<file path="config.mk">
export PLATFORM = sky130hd
export DESIGN_NAME = icm_dev_flat
export DESIGN_NICKNAME = d
export VERILOG_FILES = /design/src/shared/icm_pkg.sv /design/src/shared/icm_link_if.sv /design/src/core/icm_dev.sv /design/src/flat_wrapper.sv
export SDC_FILE = /design/constraint.sdc
export NUM_CORES = 2
export LEC_CHECK = 0
export BUFFER_PORTS_ARGS = -buffer_cell sky130_fd_sc_hd__buf_2
export CAP_MARGIN = 0
export CELL_PAD_IN_SITES_DETAIL_PLACEMENT = 0
export CELL_PAD_IN_SITES_GLOBAL_PLACEMENT = 2
export CORE_MARGIN = 4
export CORE_UTILIZATION = 55
export CTS_CLUSTER_SIZE = 16
export DETAILED_ROUTE_END_ITERATION = 7
export PLACE_DENSITY_LB_ADDON = 0.1
export SLEW_MARGIN = 20
export SYNTH_ARGS = -nofsm -noshare
export SYNTH_HDL_FRONTEND = slang
export SYNTH_SLANG_ARGS = --single-unit
</file>
<file path="constraint.sdc">
create_clock -name clk_sys_i -period 89 [get_ports clk_sys_i]
set_input_delay 13.35 -clock clk_sys_i [delete_from_list [all_inputs] [get_ports clk_sys_i]]
set_output_delay 13.35 -clock clk_sys_i [all_outputs]
set_load 0.1 [all_outputs]
</file>
<file path="src/shared/icm_pkg.sv">
// Function
// - decode memory command codes 96h 44h C3h AAh
// - decode configuration codes 75h 52h 99h 62h
// - recognise bus codes 88h ABh 50h 68h
// - 11h search, 57h sequence, CCh CRC16
// - block commands ABh, 68h: optional reset, optional strong pullup
// - host frames code, length, parameters, data, stop
// - host waits processing time before read-back
// - read-back returns length, result, then data
// - result AAh success, anything else error
// - host reads data after result, then stops
// - page write is 32 bytes, pages 0-5
// - protected or odd page: unchanged, result 55h
// - invalid page-write input gives result 77h
// - write parameter page in bits 2:0, rest zero
// - write length 33; reply length 1, result
// - check protection, store data, set result
// - page read returns all 32 bytes, AAh
// - invalid page read: 32 FFh bytes, 77h
// - odd page read succeeds, content not fixed
// - read parameter page bits 2:0, pages 0-5
// - read length 1; reply length 33, result, data
package icm_pkg;
  localparam logic [7:0] CMD_WRITE_MEM = 8'h96;
  localparam logic [7:0] CMD_READ_MEM = 8'h44;
  localparam logic [7:0] CMD_SET_PROT = 8'hC3;
  localparam logic [7:0] CMD_READ_STAT = 8'hAA;
  localparam logic [7:0] CMD_SET_ADDR = 8'h75;
  localparam logic [7:0] CMD_RD_PORT = 8'h52;
  localparam logic [7:0] CMD_WR_PORT = 8'h99;
  localparam logic [7:0] CMD_MASTER_RST = 8'h62;
  localparam logic [7:0] CMD_SCRIPT = 8'h88;
  localparam logic [7:0] CMD_BLOCK = 8'hAB;
  localparam logic [7:0] CMD_RD_BLOCK = 8'h50;
  localparam logic [7:0] CMD_WR_BLOCK = 8'h68;
  localparam logic [7:0] CMD_SEARCH = 8'h11;
  localparam logic [7:0] CMD_FULL_SEQ = 8'h57;
  localparam logic [7:0] CMD_CRC16 = 8'hCC;
  localparam logic [7:0] RES_OK = 8'hAA;
  localparam logic [7:0] RES_PROT = 8'h55;
  localparam logic [7:0] RES_INVALID = 8'h77;
  localparam logic [7:0] FILL_INVALID = 8'hFF;
  localparam int PAGE_BYTES = 32;
  localparam int NUM_PAGES = 6;
  localparam int PAGE_LSB = 0;
  localparam int PAGE_MSB = 2;
  localparam logic [7:0] LEN_WRITE_MEM = 8'h21;
  localparam logic [7:0] LEN_READ_MEM = 8'h01;
  localparam logic [7:0] RSP_LEN_SHORT = 8'h01;
  localparam logic [7:0] RSP_LEN_READ = 8'h21;
  localparam logic [7:0] RSP_HDR_BYTES = 8'h02;
  localparam int OPT_RESET_BIT = 0;
  localparam int OPT_SPU_BIT = 1;
  localparam logic [5:0] PROT_INIT = 6'h2A; // odd pages locked
  localparam int CLK_MHZ = 50;
  localparam int WRITE_MEMORY_TIME_US = 100;
  localparam int READ_MEMORY_TIME_US = 50;
  localparam int WRITE_MEMORY_CYCLES = WRITE_MEMORY_TIME_US * CLK_MHZ;
  localparam int READ_MEMORY_CYCLES = READ_MEMORY_TIME_US * CLK_MHZ;
  typedef enum logic [2:0] {
    ICM_CLS_NONE, ICM_CLS_MEMORY, ICM_CLS_CONFIG, ICM_CLS_BUS, ICM_CLS_CRC
  } icm_class_e;
endpackage

</file>
<file path="src/shared/icm_link_if.sv">
`timescale 1ns/100ps
`default_nettype none
// byte-level view of the serial command bus between the two ends
interface icm_link_if;
  logic wr_start;
  logic wr_valid;
  logic wr_ready;
  logic [7:0] wr_data;
  logic wr_stop;
  logic rd_start;
  logic rd_req;
  logic rd_valid;
  logic [7:0] rd_data;
  logic rd_stop;
  modport host (output wr_start, wr_valid, wr_data, wr_stop, rd_start,
                rd_req, rd_stop, input wr_ready, rd_valid, rd_data);
  modport dev (input wr_start, wr_valid, wr_data, wr_stop, rd_start,
               rd_req, rd_stop, output wr_ready, rd_valid, rd_data);
endinterface
`default_nettype wire

</file>
<file path="src/core/icm_dev.sv">
`timescale 1ns/100ps
`default_nettype none
module icm_dev (
  input wire logic clk_sys_i, // system clock
  input wire logic rstn_i, // async reset, active low
  icm_link_if.dev link, // link to the host
  output icm_pkg::icm_class_e cmd_class_o, // class of last command
  output logic [7:0] cmd_code_o, // last command code
  output logic cmd_exec_o, // command executed pulse
  output logic bus_reset_o, // bus reset request pulse
  output logic strong_pullup_o, // strong pullup request pulse
  output logic busy_o // frame or execution in progress
);
  typedef enum {D_IDLE, D_CMD, D_LEN, D_BODY, D_EXEC, D_READY,
                D_RESP} icm_dev_state_e;
  localparam int MEM_BYTES = icm_pkg::PAGE_BYTES * icm_pkg::NUM_PAGES;

  icm_dev_state_e state_r, state_nxt;
  logic [7:0] code_r, code_nxt, len_r, len_nxt, param_r, param_nxt;
  logic [7:0] cnt_r, cnt_nxt, idx_r, idx_nxt;
  logic [7:0] rsp_len_r, rsp_len_nxt, result_r, result_nxt;
  logic [7:0] rd_data_r, rd_data_nxt;
  logic rd_valid_r, rd_valid_nxt, rd_ok_r, rd_ok_nxt;
  logic exec_r, exec_nxt, brst_r, brst_nxt, spu_r, spu_nxt;
  icm_pkg::icm_class_e class_r, class_nxt;
  logic commit;
  logic param_ok;
  logic [2:0] page;
  logic [7:0] data_off;
  logic [7:0] mem [0:MEM_BYTES-1];
  logic [7:0] wbuf [0:icm_pkg::PAGE_BYTES-1];

  // command class from the code table
  function automatic icm_pkg::icm_class_e classify(input logic [7:0] c);
    case (c)
      icm_pkg::CMD_WRITE_MEM, icm_pkg::CMD_READ_MEM,
      icm_pkg::CMD_SET_PROT, icm_pkg::CMD_READ_STAT:
        classify = icm_pkg::ICM_CLS_MEMORY;
      icm_pkg::CMD_SET_ADDR, icm_pkg::CMD_RD_PORT,
      icm_pkg::CMD_WR_PORT, icm_pkg::CMD_MASTER_RST:
        classify = icm_pkg::ICM_CLS_CONFIG;
      icm_pkg::CMD_SCRIPT, icm_pkg::CMD_BLOCK, icm_pkg::CMD_RD_BLOCK,
      icm_pkg::CMD_WR_BLOCK, icm_pkg::CMD_SEARCH, icm_pkg::CMD_FULL_SEQ:
        classify = icm_pkg::ICM_CLS_BUS;
      icm_pkg::CMD_CRC16:
        classify = icm_pkg::ICM_CLS_CRC;
      default:
        classify = icm_pkg::ICM_CLS_NONE;
    endcase
  endfunction

  // page field and reserved-bit check
  assign page = param_r[icm_pkg::PAGE_MSB:icm_pkg::PAGE_LSB];
  assign param_ok = (param_r[7:icm_pkg::PAGE_MSB+1] == '0) &&
    (32'(page) < icm_pkg::NUM_PAGES);
  assign data_off = idx_r - icm_pkg::RSP_HDR_BYTES;
  assign link.wr_ready = (state_r == D_CMD) || (state_r == D_LEN) ||
    (state_r == D_BODY);
  assign link.rd_valid = rd_valid_r;
  assign link.rd_data = rd_data_r;
  assign cmd_class_o = class_r;
  assign cmd_code_o = code_r;
  assign cmd_exec_o = exec_r;
  assign bus_reset_o = brst_r;
  assign strong_pullup_o = spu_r;
  assign busy_o = (state_r != D_IDLE) && (state_r != D_READY) &&
    (state_r != D_RESP);

  // command sequencer next state
  always_comb
  begin
    state_nxt = state_r;
    code_nxt = code_r;
    len_nxt = len_r;
    param_nxt = param_r;
    cnt_nxt = cnt_r;
    idx_nxt = idx_r;
    rsp_len_nxt = rsp_len_r;
    result_nxt = result_r;
    rd_data_nxt = rd_data_r;
    rd_ok_nxt = rd_ok_r;
    class_nxt = class_r;
    rd_valid_nxt = 1'b0;
    exec_nxt = 1'b0;
    brst_nxt = 1'b0;
    spu_nxt = 1'b0;
    commit = 1'b0;
    case (state_r)
      D_IDLE, D_READY:
        ;
      D_CMD:
        if (link.wr_valid)
        begin
          code_nxt = link.wr_data;
          state_nxt = D_LEN;
        end
        else if (link.wr_stop)
          state_nxt = D_IDLE;
      D_LEN:
        if (link.wr_valid)
        begin
          len_nxt = link.wr_data;
          cnt_nxt = 8'h00;
          state_nxt = D_BODY;
        end
        else if (link.wr_stop)
          state_nxt = D_IDLE;
      D_BODY:
      begin
        if (link.wr_valid && cnt_r == 8'h00)
          param_nxt = link.wr_data;
        // saturate so a runaway frame cannot wrap to a legal count
        if (link.wr_valid && cnt_r != 8'hFF)
          cnt_nxt = cnt_r + 8'h01;
        if (link.wr_stop)
          state_nxt = D_EXEC;
      end
      D_EXEC:
      begin
        exec_nxt = 1'b1;
        class_nxt = classify(code_r);
        rsp_len_nxt = icm_pkg::RSP_LEN_SHORT;
        rd_ok_nxt = 1'b0;
        state_nxt = D_READY;
        case (code_r)
          icm_pkg::CMD_WRITE_MEM:
            // validate, then protection, then store, then result
            if (len_r != icm_pkg::LEN_WRITE_MEM ||
                cnt_r != icm_pkg::LEN_WRITE_MEM || !param_ok)
              result_nxt = icm_pkg::RES_INVALID;
            else if (icm_pkg::PROT_INIT[page])
              result_nxt = icm_pkg::RES_PROT;
            else
            begin
              commit = 1'b1;
              result_nxt = icm_pkg::RES_OK;
            end
          icm_pkg::CMD_READ_MEM:
          begin
            rsp_len_nxt = icm_pkg::RSP_LEN_READ;
            if (len_r == icm_pkg::LEN_READ_MEM &&
                cnt_r == icm_pkg::LEN_READ_MEM && param_ok)
            begin
              rd_ok_nxt = 1'b1;
              result_nxt = icm_pkg::RES_OK;
            end
            else
              result_nxt = icm_pkg::RES_INVALID;
          end
          icm_pkg::CMD_BLOCK, icm_pkg::CMD_WR_BLOCK:
          begin
            // hand the option bits to the bus engine
            brst_nxt = param_r[icm_pkg::OPT_RESET_BIT];
            spu_nxt = param_r[icm_pkg::OPT_SPU_BIT];
            result_nxt = icm_pkg::RES_OK;
          end
          default:
            result_nxt = icm_pkg::RES_INVALID;
        endcase
      end
      D_RESP:
        if (link.rd_req)
        begin
          rd_valid_nxt = 1'b1;
          idx_nxt = idx_r + 8'h01;
          if (idx_r == 8'h00)
            rd_data_nxt = rsp_len_r;
          else if (idx_r == 8'h01)
            rd_data_nxt = result_r;
          else if (rd_ok_r && 32'(data_off) < icm_pkg::PAGE_BYTES)
            rd_data_nxt = mem[8'(32'(page) * icm_pkg::PAGE_BYTES) +
              data_off];
          else
            rd_data_nxt = icm_pkg::FILL_INVALID;
        end
      default:
        state_nxt = D_IDLE;
    endcase
    // a new frame always restarts the parser
    if (link.wr_start)
      state_nxt = D_CMD;
    else if (link.rd_start && (state_r == D_READY || state_r == D_RESP))
    begin
      state_nxt = D_RESP;
      idx_nxt = 8'h00;
    end
    else if (link.rd_stop && state_r == D_RESP)
      state_nxt = D_READY;
  end

  // sequencer registers
  always_ff @(posedge clk_sys_i or negedge rstn_i)
  begin
    if (!rstn_i)
    begin
      state_r <= D_IDLE;
      code_r <= 8'h00;
      len_r <= 8'h00;
      param_r <= 8'h00;
      cnt_r <= 8'h00;
      idx_r <= 8'h00;
      rsp_len_r <= 8'h00;
      result_r <= 8'h00;
      rd_data_r <= 8'h00;
      rd_valid_r <= 1'b0;
      rd_ok_r <= 1'b0;
      class_r <= icm_pkg::ICM_CLS_NONE;
      exec_r <= 1'b0;
      brst_r <= 1'b0;
      spu_r <= 1'b0;
    end
    else
    begin
      state_r <= state_nxt;
      code_r <= code_nxt;
      len_r <= len_nxt;
      param_r <= param_nxt;
      cnt_r <= cnt_nxt;
      idx_r <= idx_nxt;
      rsp_len_r <= rsp_len_nxt;
      result_r <= result_nxt;
      rd_data_r <= rd_data_nxt;
      rd_valid_r <= rd_valid_nxt;
      rd_ok_r <= rd_ok_nxt;
      class_r <= class_nxt;
      exec_r <= exec_nxt;
      brst_r <= brst_nxt;
      spu_r <= spu_nxt;
    end
  end

  // staging buffer: memory stays untouched until the frame checks out
  always_ff @(posedge clk_sys_i)
  begin
    if (state_r == D_BODY && link.wr_valid && cnt_r != 8'h00 &&
        32'(cnt_r) <= icm_pkg::PAGE_BYTES)
      wbuf[5'(cnt_r - 8'h01)] <= link.wr_data;
  end

  // page store, no reset so contents model retained storage
  always_ff @(posedge clk_sys_i)
  begin
    if (commit)
      for (int i = 0; i < icm_pkg::PAGE_BYTES; i++)
        mem[8'(32'(page) * icm_pkg::PAGE_BYTES + i)] <= wbuf[i];
  end
endmodule
`default_nettype wire

</file>
<file path="src/flat_wrapper.sv">
// flat-port wrapper written by rule: the top's interface ports become plain ports
module icm_dev_flat 
  (clk_sys_i, rstn_i, cmd_class_o, cmd_code_o, cmd_exec_o, bus_reset_o, strong_pullup_o, busy_o, link_wr_start, link_wr_valid, link_wr_data, link_wr_stop, link_rd_start, link_rd_req, link_rd_stop, link_wr_ready, link_rd_valid, link_rd_data);
  icm_link_if link_i ();
  input wire logic clk_sys_i;
  input wire logic rstn_i;
  output icm_pkg::icm_class_e cmd_class_o;
  output logic [7:0] cmd_code_o;
  output logic cmd_exec_o;
  output logic bus_reset_o;
  output logic strong_pullup_o;
  output logic busy_o;
  input wire logic [$bits(link_i.wr_start)-1:0] link_wr_start;
  input wire logic [$bits(link_i.wr_valid)-1:0] link_wr_valid;
  input wire logic [$bits(link_i.wr_data)-1:0] link_wr_data;
  input wire logic [$bits(link_i.wr_stop)-1:0] link_wr_stop;
  input wire logic [$bits(link_i.rd_start)-1:0] link_rd_start;
  input wire logic [$bits(link_i.rd_req)-1:0] link_rd_req;
  input wire logic [$bits(link_i.rd_stop)-1:0] link_rd_stop;
  output wire logic [$bits(link_i.wr_ready)-1:0] link_wr_ready;
  output wire logic [$bits(link_i.rd_valid)-1:0] link_rd_valid;
  output wire logic [$bits(link_i.rd_data)-1:0] link_rd_data;
  assign link_i.wr_start = link_wr_start;
  assign link_i.wr_valid = link_wr_valid;
  assign link_i.wr_data = link_wr_data;
  assign link_i.wr_stop = link_wr_stop;
  assign link_i.rd_start = link_rd_start;
  assign link_i.rd_req = link_rd_req;
  assign link_i.rd_stop = link_rd_stop;
  assign link_wr_ready = link_i.wr_ready;
  assign link_rd_valid = link_i.rd_valid;
  assign link_rd_data = link_i.rd_data;
  icm_dev u_core (.clk_sys_i(clk_sys_i), .rstn_i(rstn_i), .link(link_i), .cmd_class_o(cmd_class_o), .cmd_code_o(cmd_code_o), .cmd_exec_o(cmd_exec_o), .bus_reset_o(bus_reset_o), .strong_pullup_o(strong_pullup_o), .busy_o(busy_o));
endmodule
</file>
Word level (Yosys, flattened, before mapping)
Memory sizes are Yosys's and may differ from the RTL's.
Cells that the tools add are included.

word-level totals
  RAM bits = 1,792
  bits in read-only memories = 8
  memories = 3
  output and inout port bits = 25
  input port bits = 16
  bits in latches = 0
  logic and storage cells = 175
  register bits = 104

memory list
  name             words  width  rd ports  clocked after memory_dff  wr ports  line            source
  u_core.mem       192    8      1         0                         32        icm_dev.sv:30   logic [7:0] mem [0:MEM_BYTES-1];
  u_core.wbuf      32     8      32        0                         1         icm_dev.sv:31   logic [7:0] wbuf [0:icm_pkg::PAGE_BYTES-1];
  (no name shown)  8      1      1         0                         0         icm_dev.sv:131  else if (icm_pkg::PROT_INIT[page])

operators by class
  add/subtract/negate cells = 36
  mux-type cells = 42
  $lt $le $gt $ge = 4
  reductions and logical operators = 37
  equality and inequality tests = 38
  multiply operators = 0
  shift operators = 0
  divide/modulo/power cells = 0
  bitwise logic cells = 0

operators with widths
  cell                                                                       number
  32-bit 2-to-1 mux                                                          7
  32-bit by 3-bit equality test with 1-bit output (second input constant)    5
  32-bit one-hot mux with 5 select lines                                     1
  8-bit by 5-bit adder with 8-bit output (second input constant)             16
  32-bit by 2-bit equality test with 1-bit output (second input constant)    3
  8-bit 2-to-1 mux                                                           12
  8-bit by 4-bit adder with 8-bit output (second input constant)             8
  32-bit by 4-bit equality test with 1-bit output (second input constant)    2
  32-bit by 4-bit inequality test with 1-bit output (second input constant)  2
  8-bit by 7-bit equality test with 1-bit output (second input constant)     7
  8-bit equality test (second input constant)                                7
  8-bit by 3-bit adder with 8-bit output (second input constant)             4
  32-bit by 1-bit equality test with 1-bit output (second input constant)    1
  32-bit logical NOT                                                         1
  32-bit nonzero test                                                        1
  8-bit by 1-bit adder with 8-bit output (second input constant)             3
  8-bit by 1-bit equality test with 1-bit output (second input constant)     3
  8-bit one-hot mux with 3 select lines                                      1
  1-bit 2-to-1 mux                                                           18
  8-bit by 2-bit adder with 8-bit output (second input constant)             2
  8-bit logical NOT                                                          2
  8-bit by 6-bit inequality test with 1-bit output (second input constant)   2
  8-bit one-hot mux with 2 select lines                                      1
  1-bit logical AND                                                          13
  26 further kinds                                                           35

Longest topological paths before layout
  depth after elaboration = 9
  gate-level depth with buffers = 18
  depth with buffers taken out = 14

Worst setup path after synthesis
No wires, ideal clock.

  path kind = reg-to-reg
  start point = reg u_core.state_r[21]
  end point = mem u_core.mem[128][0], enable pin
  path buffers = 0
  setup time = 1.587 ns
  stages on the path, launching flop included = 8
  slack = 59.711 ns
  clock period less this slack = 29.289 ns
  data arrival time = 27.702 ns
  required time = 87.413 ns
  path through = dfrtp_1 nor4_1 and4_1 nand2_1 or3_1 clkinv_1 nand3_1 nor4b_1

RTL lines
  item                      line            source
  start: declaration        icm_dev.sv:18   icm_dev_state_e state_r, state_nxt;
  start signal: assignment  icm_dev.sv:214  state_r <= state_nxt;
  end: declaration          icm_dev.sv:30

Worst setup path in the final report
  start point = reg u_core.state_r[3]
  end point = out link_wr_ready

between the ends
  cells in the longest elaborated chain, start to end = 3
  elaborated cells between the ends (all ways) = 5
  those cells by class = eq/ne: 3; reduce/logical: 2

RTL lines
  item                                                                                                                       line                source
  32-bit by 2-bit equality test with 1-bit output / 32-bit by 3-bit equality test with 1-bit output (equally long branches)  icm_dev.sv:57       assign link.wr_ready = (state_r == D_CMD) || (state_r == D_LEN) ||
  1-bit logical OR                                                                                                           icm_dev.sv:57
  1-bit logical OR (*)                                                                                                       icm_dev.sv:57
  end: declaration                                                                                                           flat_wrapper.sv:20  output wire logic [$bits(link_i.wr_ready)-1:0] link_wr_ready;

Mark *: on every way between the ends. The rest lies on a longest branch, timed or not.

==> results.ini <==
[clock_tree]
worstSkewPairLatency_ns = 0.81
cts_tree = done
cts_setup_buffers = 0
cts_buffers = 185
cts_root_buf = clkbuf_16
clock_sinks = 1885
cts_hold_buffers = 0
cts.clk_slew.worst_paths_ns = 0.06
post_cts_resized = 0
htreeDepth = 4
cts_buffer_depth = 3

[die]
row_count = 131
initial_core_util_pct = 55.5
die_area_um2 = 135000
die_w_um = 367
pin_count = 41
fp.dieH_um = 367
coreArea_um2 = 128000

[detailed_routing]
wl_met3_um = 16100
route.met2.wl_um = 85800
wl_met1_um = 67700
drt_iter0_markers = 4271
drc_errors = 0
wirelength_um = 176000
wl_per_cell_um = 30.4
drt_pre_antenna_iters = 6
top_layer = met5
ant_nets = 0
num_vias = 33900
via_per_inst = 5.87

[sta]
finalHoldViolCount = 0
hold_ws_ns = 0.487
finalMaxSlewViolations = 0
max_slew.worst_pin.slew_ns = 1.13
final-setup-viol-count = 0
final.setup_skew_ns = 0.0328
max_freq_mhz = 62.2
post-route-period-util_pct = 18.1
slew_headroom_pct = 24.7
rsz0062_at_grt = false
setup_tns_ns = 0
fin_ws_ns = 72.92
period_minus_slack_ns = 16.08

[flow_run]
maxCapViolCount = 0

[placement]
port_buffers = 40
dp_cells = 5432
dpl_cell_area_um2 = 75800
routabilityCongestion = 0.838
place_hpwl_um = 117000
post-place-ws_ns = 72.71

[global_routing]
grt_pass1_vias = 34800
grt_max_degree = 161
gr-usage-all-layers_pct = 26.7
grt.overflow.total = 0
antenna_found_initial = 19
grt_pass1_wl_um = 252000

[logic_synthesis]
synthTopCellsByArea = edfxtp_1, mux4_2, dfrtp_1
yosysUniqueCellTypes = 70
synthTopCellsByCount = edfxtp_1, mux4_2, nand2_1
synth_top_area_cell = edfxtp_1
yosys_warnings = 0
ys_seq_elements = 1885
synthArstFlopShare_pct = 4.93
syn_area_per_cell_um2 = 23.5
synth_ff_type = edfxtp_1
synth_top_cell_area_share_pct = 75.8
yosysSeqAreaShare_pct = 79.1
syn_area_um2 = 71000
synth_edf_count = 1792
yosysMostFrequentCell = edfxtp_1
syn_inst = 3024

[critical_path]
timing.rr.end = u_core.link.rd_data[2]
regToRegSetupSlack_ns = 83.64
crit_path_start = u_core.state_r[3]
start_kind = flop
reg2reg_from = u_core.idx_r[1]
ff2ff_path_depth = 15
path_max_fanout = 4
cp.required_ns = 75.65
endpoint = link_wr_ready
arrival_ns = 2.73
endpoint_kind = output port
crit_type = flop to output port

[pwr]
ir_drop_v = 0.0000206
power_density_nw_per_um2 = 22.1
finalPower_mw = 1.81
p_leak_nw = 27.9

[finish]
layout-drive-gt1-share_pct = 21.5
area_delta_synth_final_pct = 15.3
fin_util_pct = 64.0
finalNetCount = 3986
stdcell_count = 5772
n_fill_cell = 8752
stdcell_area_um2 = 81800

[outcome]
status = finished, final reports clean

[min_path]
hold_path.class = flop to flop

-- sequential cells by signal, indices dropped and copies added, names as in the netlist --
register	flops
u_core.link.rd_data	8
u_core.mem	1536
u_core.bus_reset_o	1
u_core.link.rd_valid	1
u_core.len_r	8
u_core.cnt_r	8
u_core.cmd_class_o	3
u_core.cmd_exec_o	1
u_core.strong_pullup_o	1
u_core.state_r	32
u_core.param_r	8
u_core.cmd_code_o	8
u_core.wbuf	256
u_core.rsp_len_r	2
u_core.result_r	3
u_core.idx_r	8
u_core.rd_ok_r	1
-- kinds of logic (layout without fill, tap and decap cells) --
group / after synthesis / after routing / synth area share (%)
adder cells (fa/ha/maj): 13 / 13 / 0.240
AO/OA/AOI/OAI: 117 / 117 / 1.13
multiplexers: 526 / 526 / 15.7
AND/OR/NAND/NOR: 312 / 312 / 2.15
buffers and inverters: 149 / 437 / 1.35
other: 1 / 799 / 0.00528
flip-flops: 1885 / 1885 / 79.1
XOR/XNOR: 21 / 21 / 0.300
-- cell usage in the layout (no fill, tap or decap), drive strengths merged, types with 5 or more instances in the layout --
master    synthesis  routed
and3             14      14
a211oi            5       5
xor2              9       9
mux2i            33      33
clkinvlp          0       8
conb              1     797
nor2b            11      11
nor4             16      16
inv              15      19
o211ai            5       5
mux2             25      25
nor3b             5       5
nand3            18      18
o31ai             5       5
mux4            468     468
o22ai             7       7
nand4            13      13
nand2b           12      12
a22oi             5       5
bufinv            0      15
nor3             24      24
xnor2            11      11
ha               12      12
a2111oi           8       8
a21oi            17      17
or3               5       5
nand2            95      95
a311oi            6       6
clkinv            2      86
clkbuf           37     227
o21ai            32      32
dfrtp            93      93
buf              95      82
and2              5       5
nor2             78      78
edfxtp         1792    1792
-- critical path, stage by stage (launching register included) --
cell and delay, ns:
dfrtp_1 0.37, nor4_1 0.35, nand4_1 0.25, nor2_1 0.32, nand2_1 0.12, nor2_1 0.10
buf_2 0.43
-- report_power, final --
part | internal (mW) | switching, mW | leakage, nW
Combinational | 0.0265 | 0.0396 | 7.11
Clock | 0.439 | 0.324 | 2.92
Sequential | 0.973 | 0.00360 | 17.9
-- routing by layer --
metal	vias to the layer above	global-route usage (%)
met5	-	0
li1	13900	-
met1	18200	37.3
met4	6	8.82
met3	277	5.61
met2	1547	42.7
-- worst min path at each step --
| stage | from | endpoint | slack (ns) | cells after the start |
|---|---|---|---|---|
| floorplan | u_core.rsp_len_r[0] | u_core.rsp_len_r[0] | 0.43 | 1 |
| global placement | u_core.cmd_class_o[2] | u_core.cmd_class_o[2] | 0.47 | 2 |
| detailed placement | u_core.rd_ok_r | u_core.rd_ok_r | 0.47 | 2 |
| CTS | u_core.rd_ok_r | u_core.rd_ok_r | 0.49 | 2 |
| global route | u_core.rsp_len_r[0] | u_core.rsp_len_r[0] | 0.50 | 1 |
| finish | u_core.rd_ok_r | u_core.rd_ok_r | 0.49 | 2 |
-- area by class of cell --
cell class | instances | area [µm²] | share of cell area [%]
clock inverters | 111 | 973 | 1.19
clock buffers | 227 | 4970 | 6.07
inverters | 17 | 63.8 | 0.0780
repair buffers | 82 | 588 | 0.719
flip-flops and latches | 1885 | 56100 | 68.6
diodes | 2 | 5.00 | 0.00612
well taps | 1662 | 2080 | 2.54
multi-input cells | 1786 | 17000 | 20.8
Note: power is estimated with default switching activity, not from simulation.
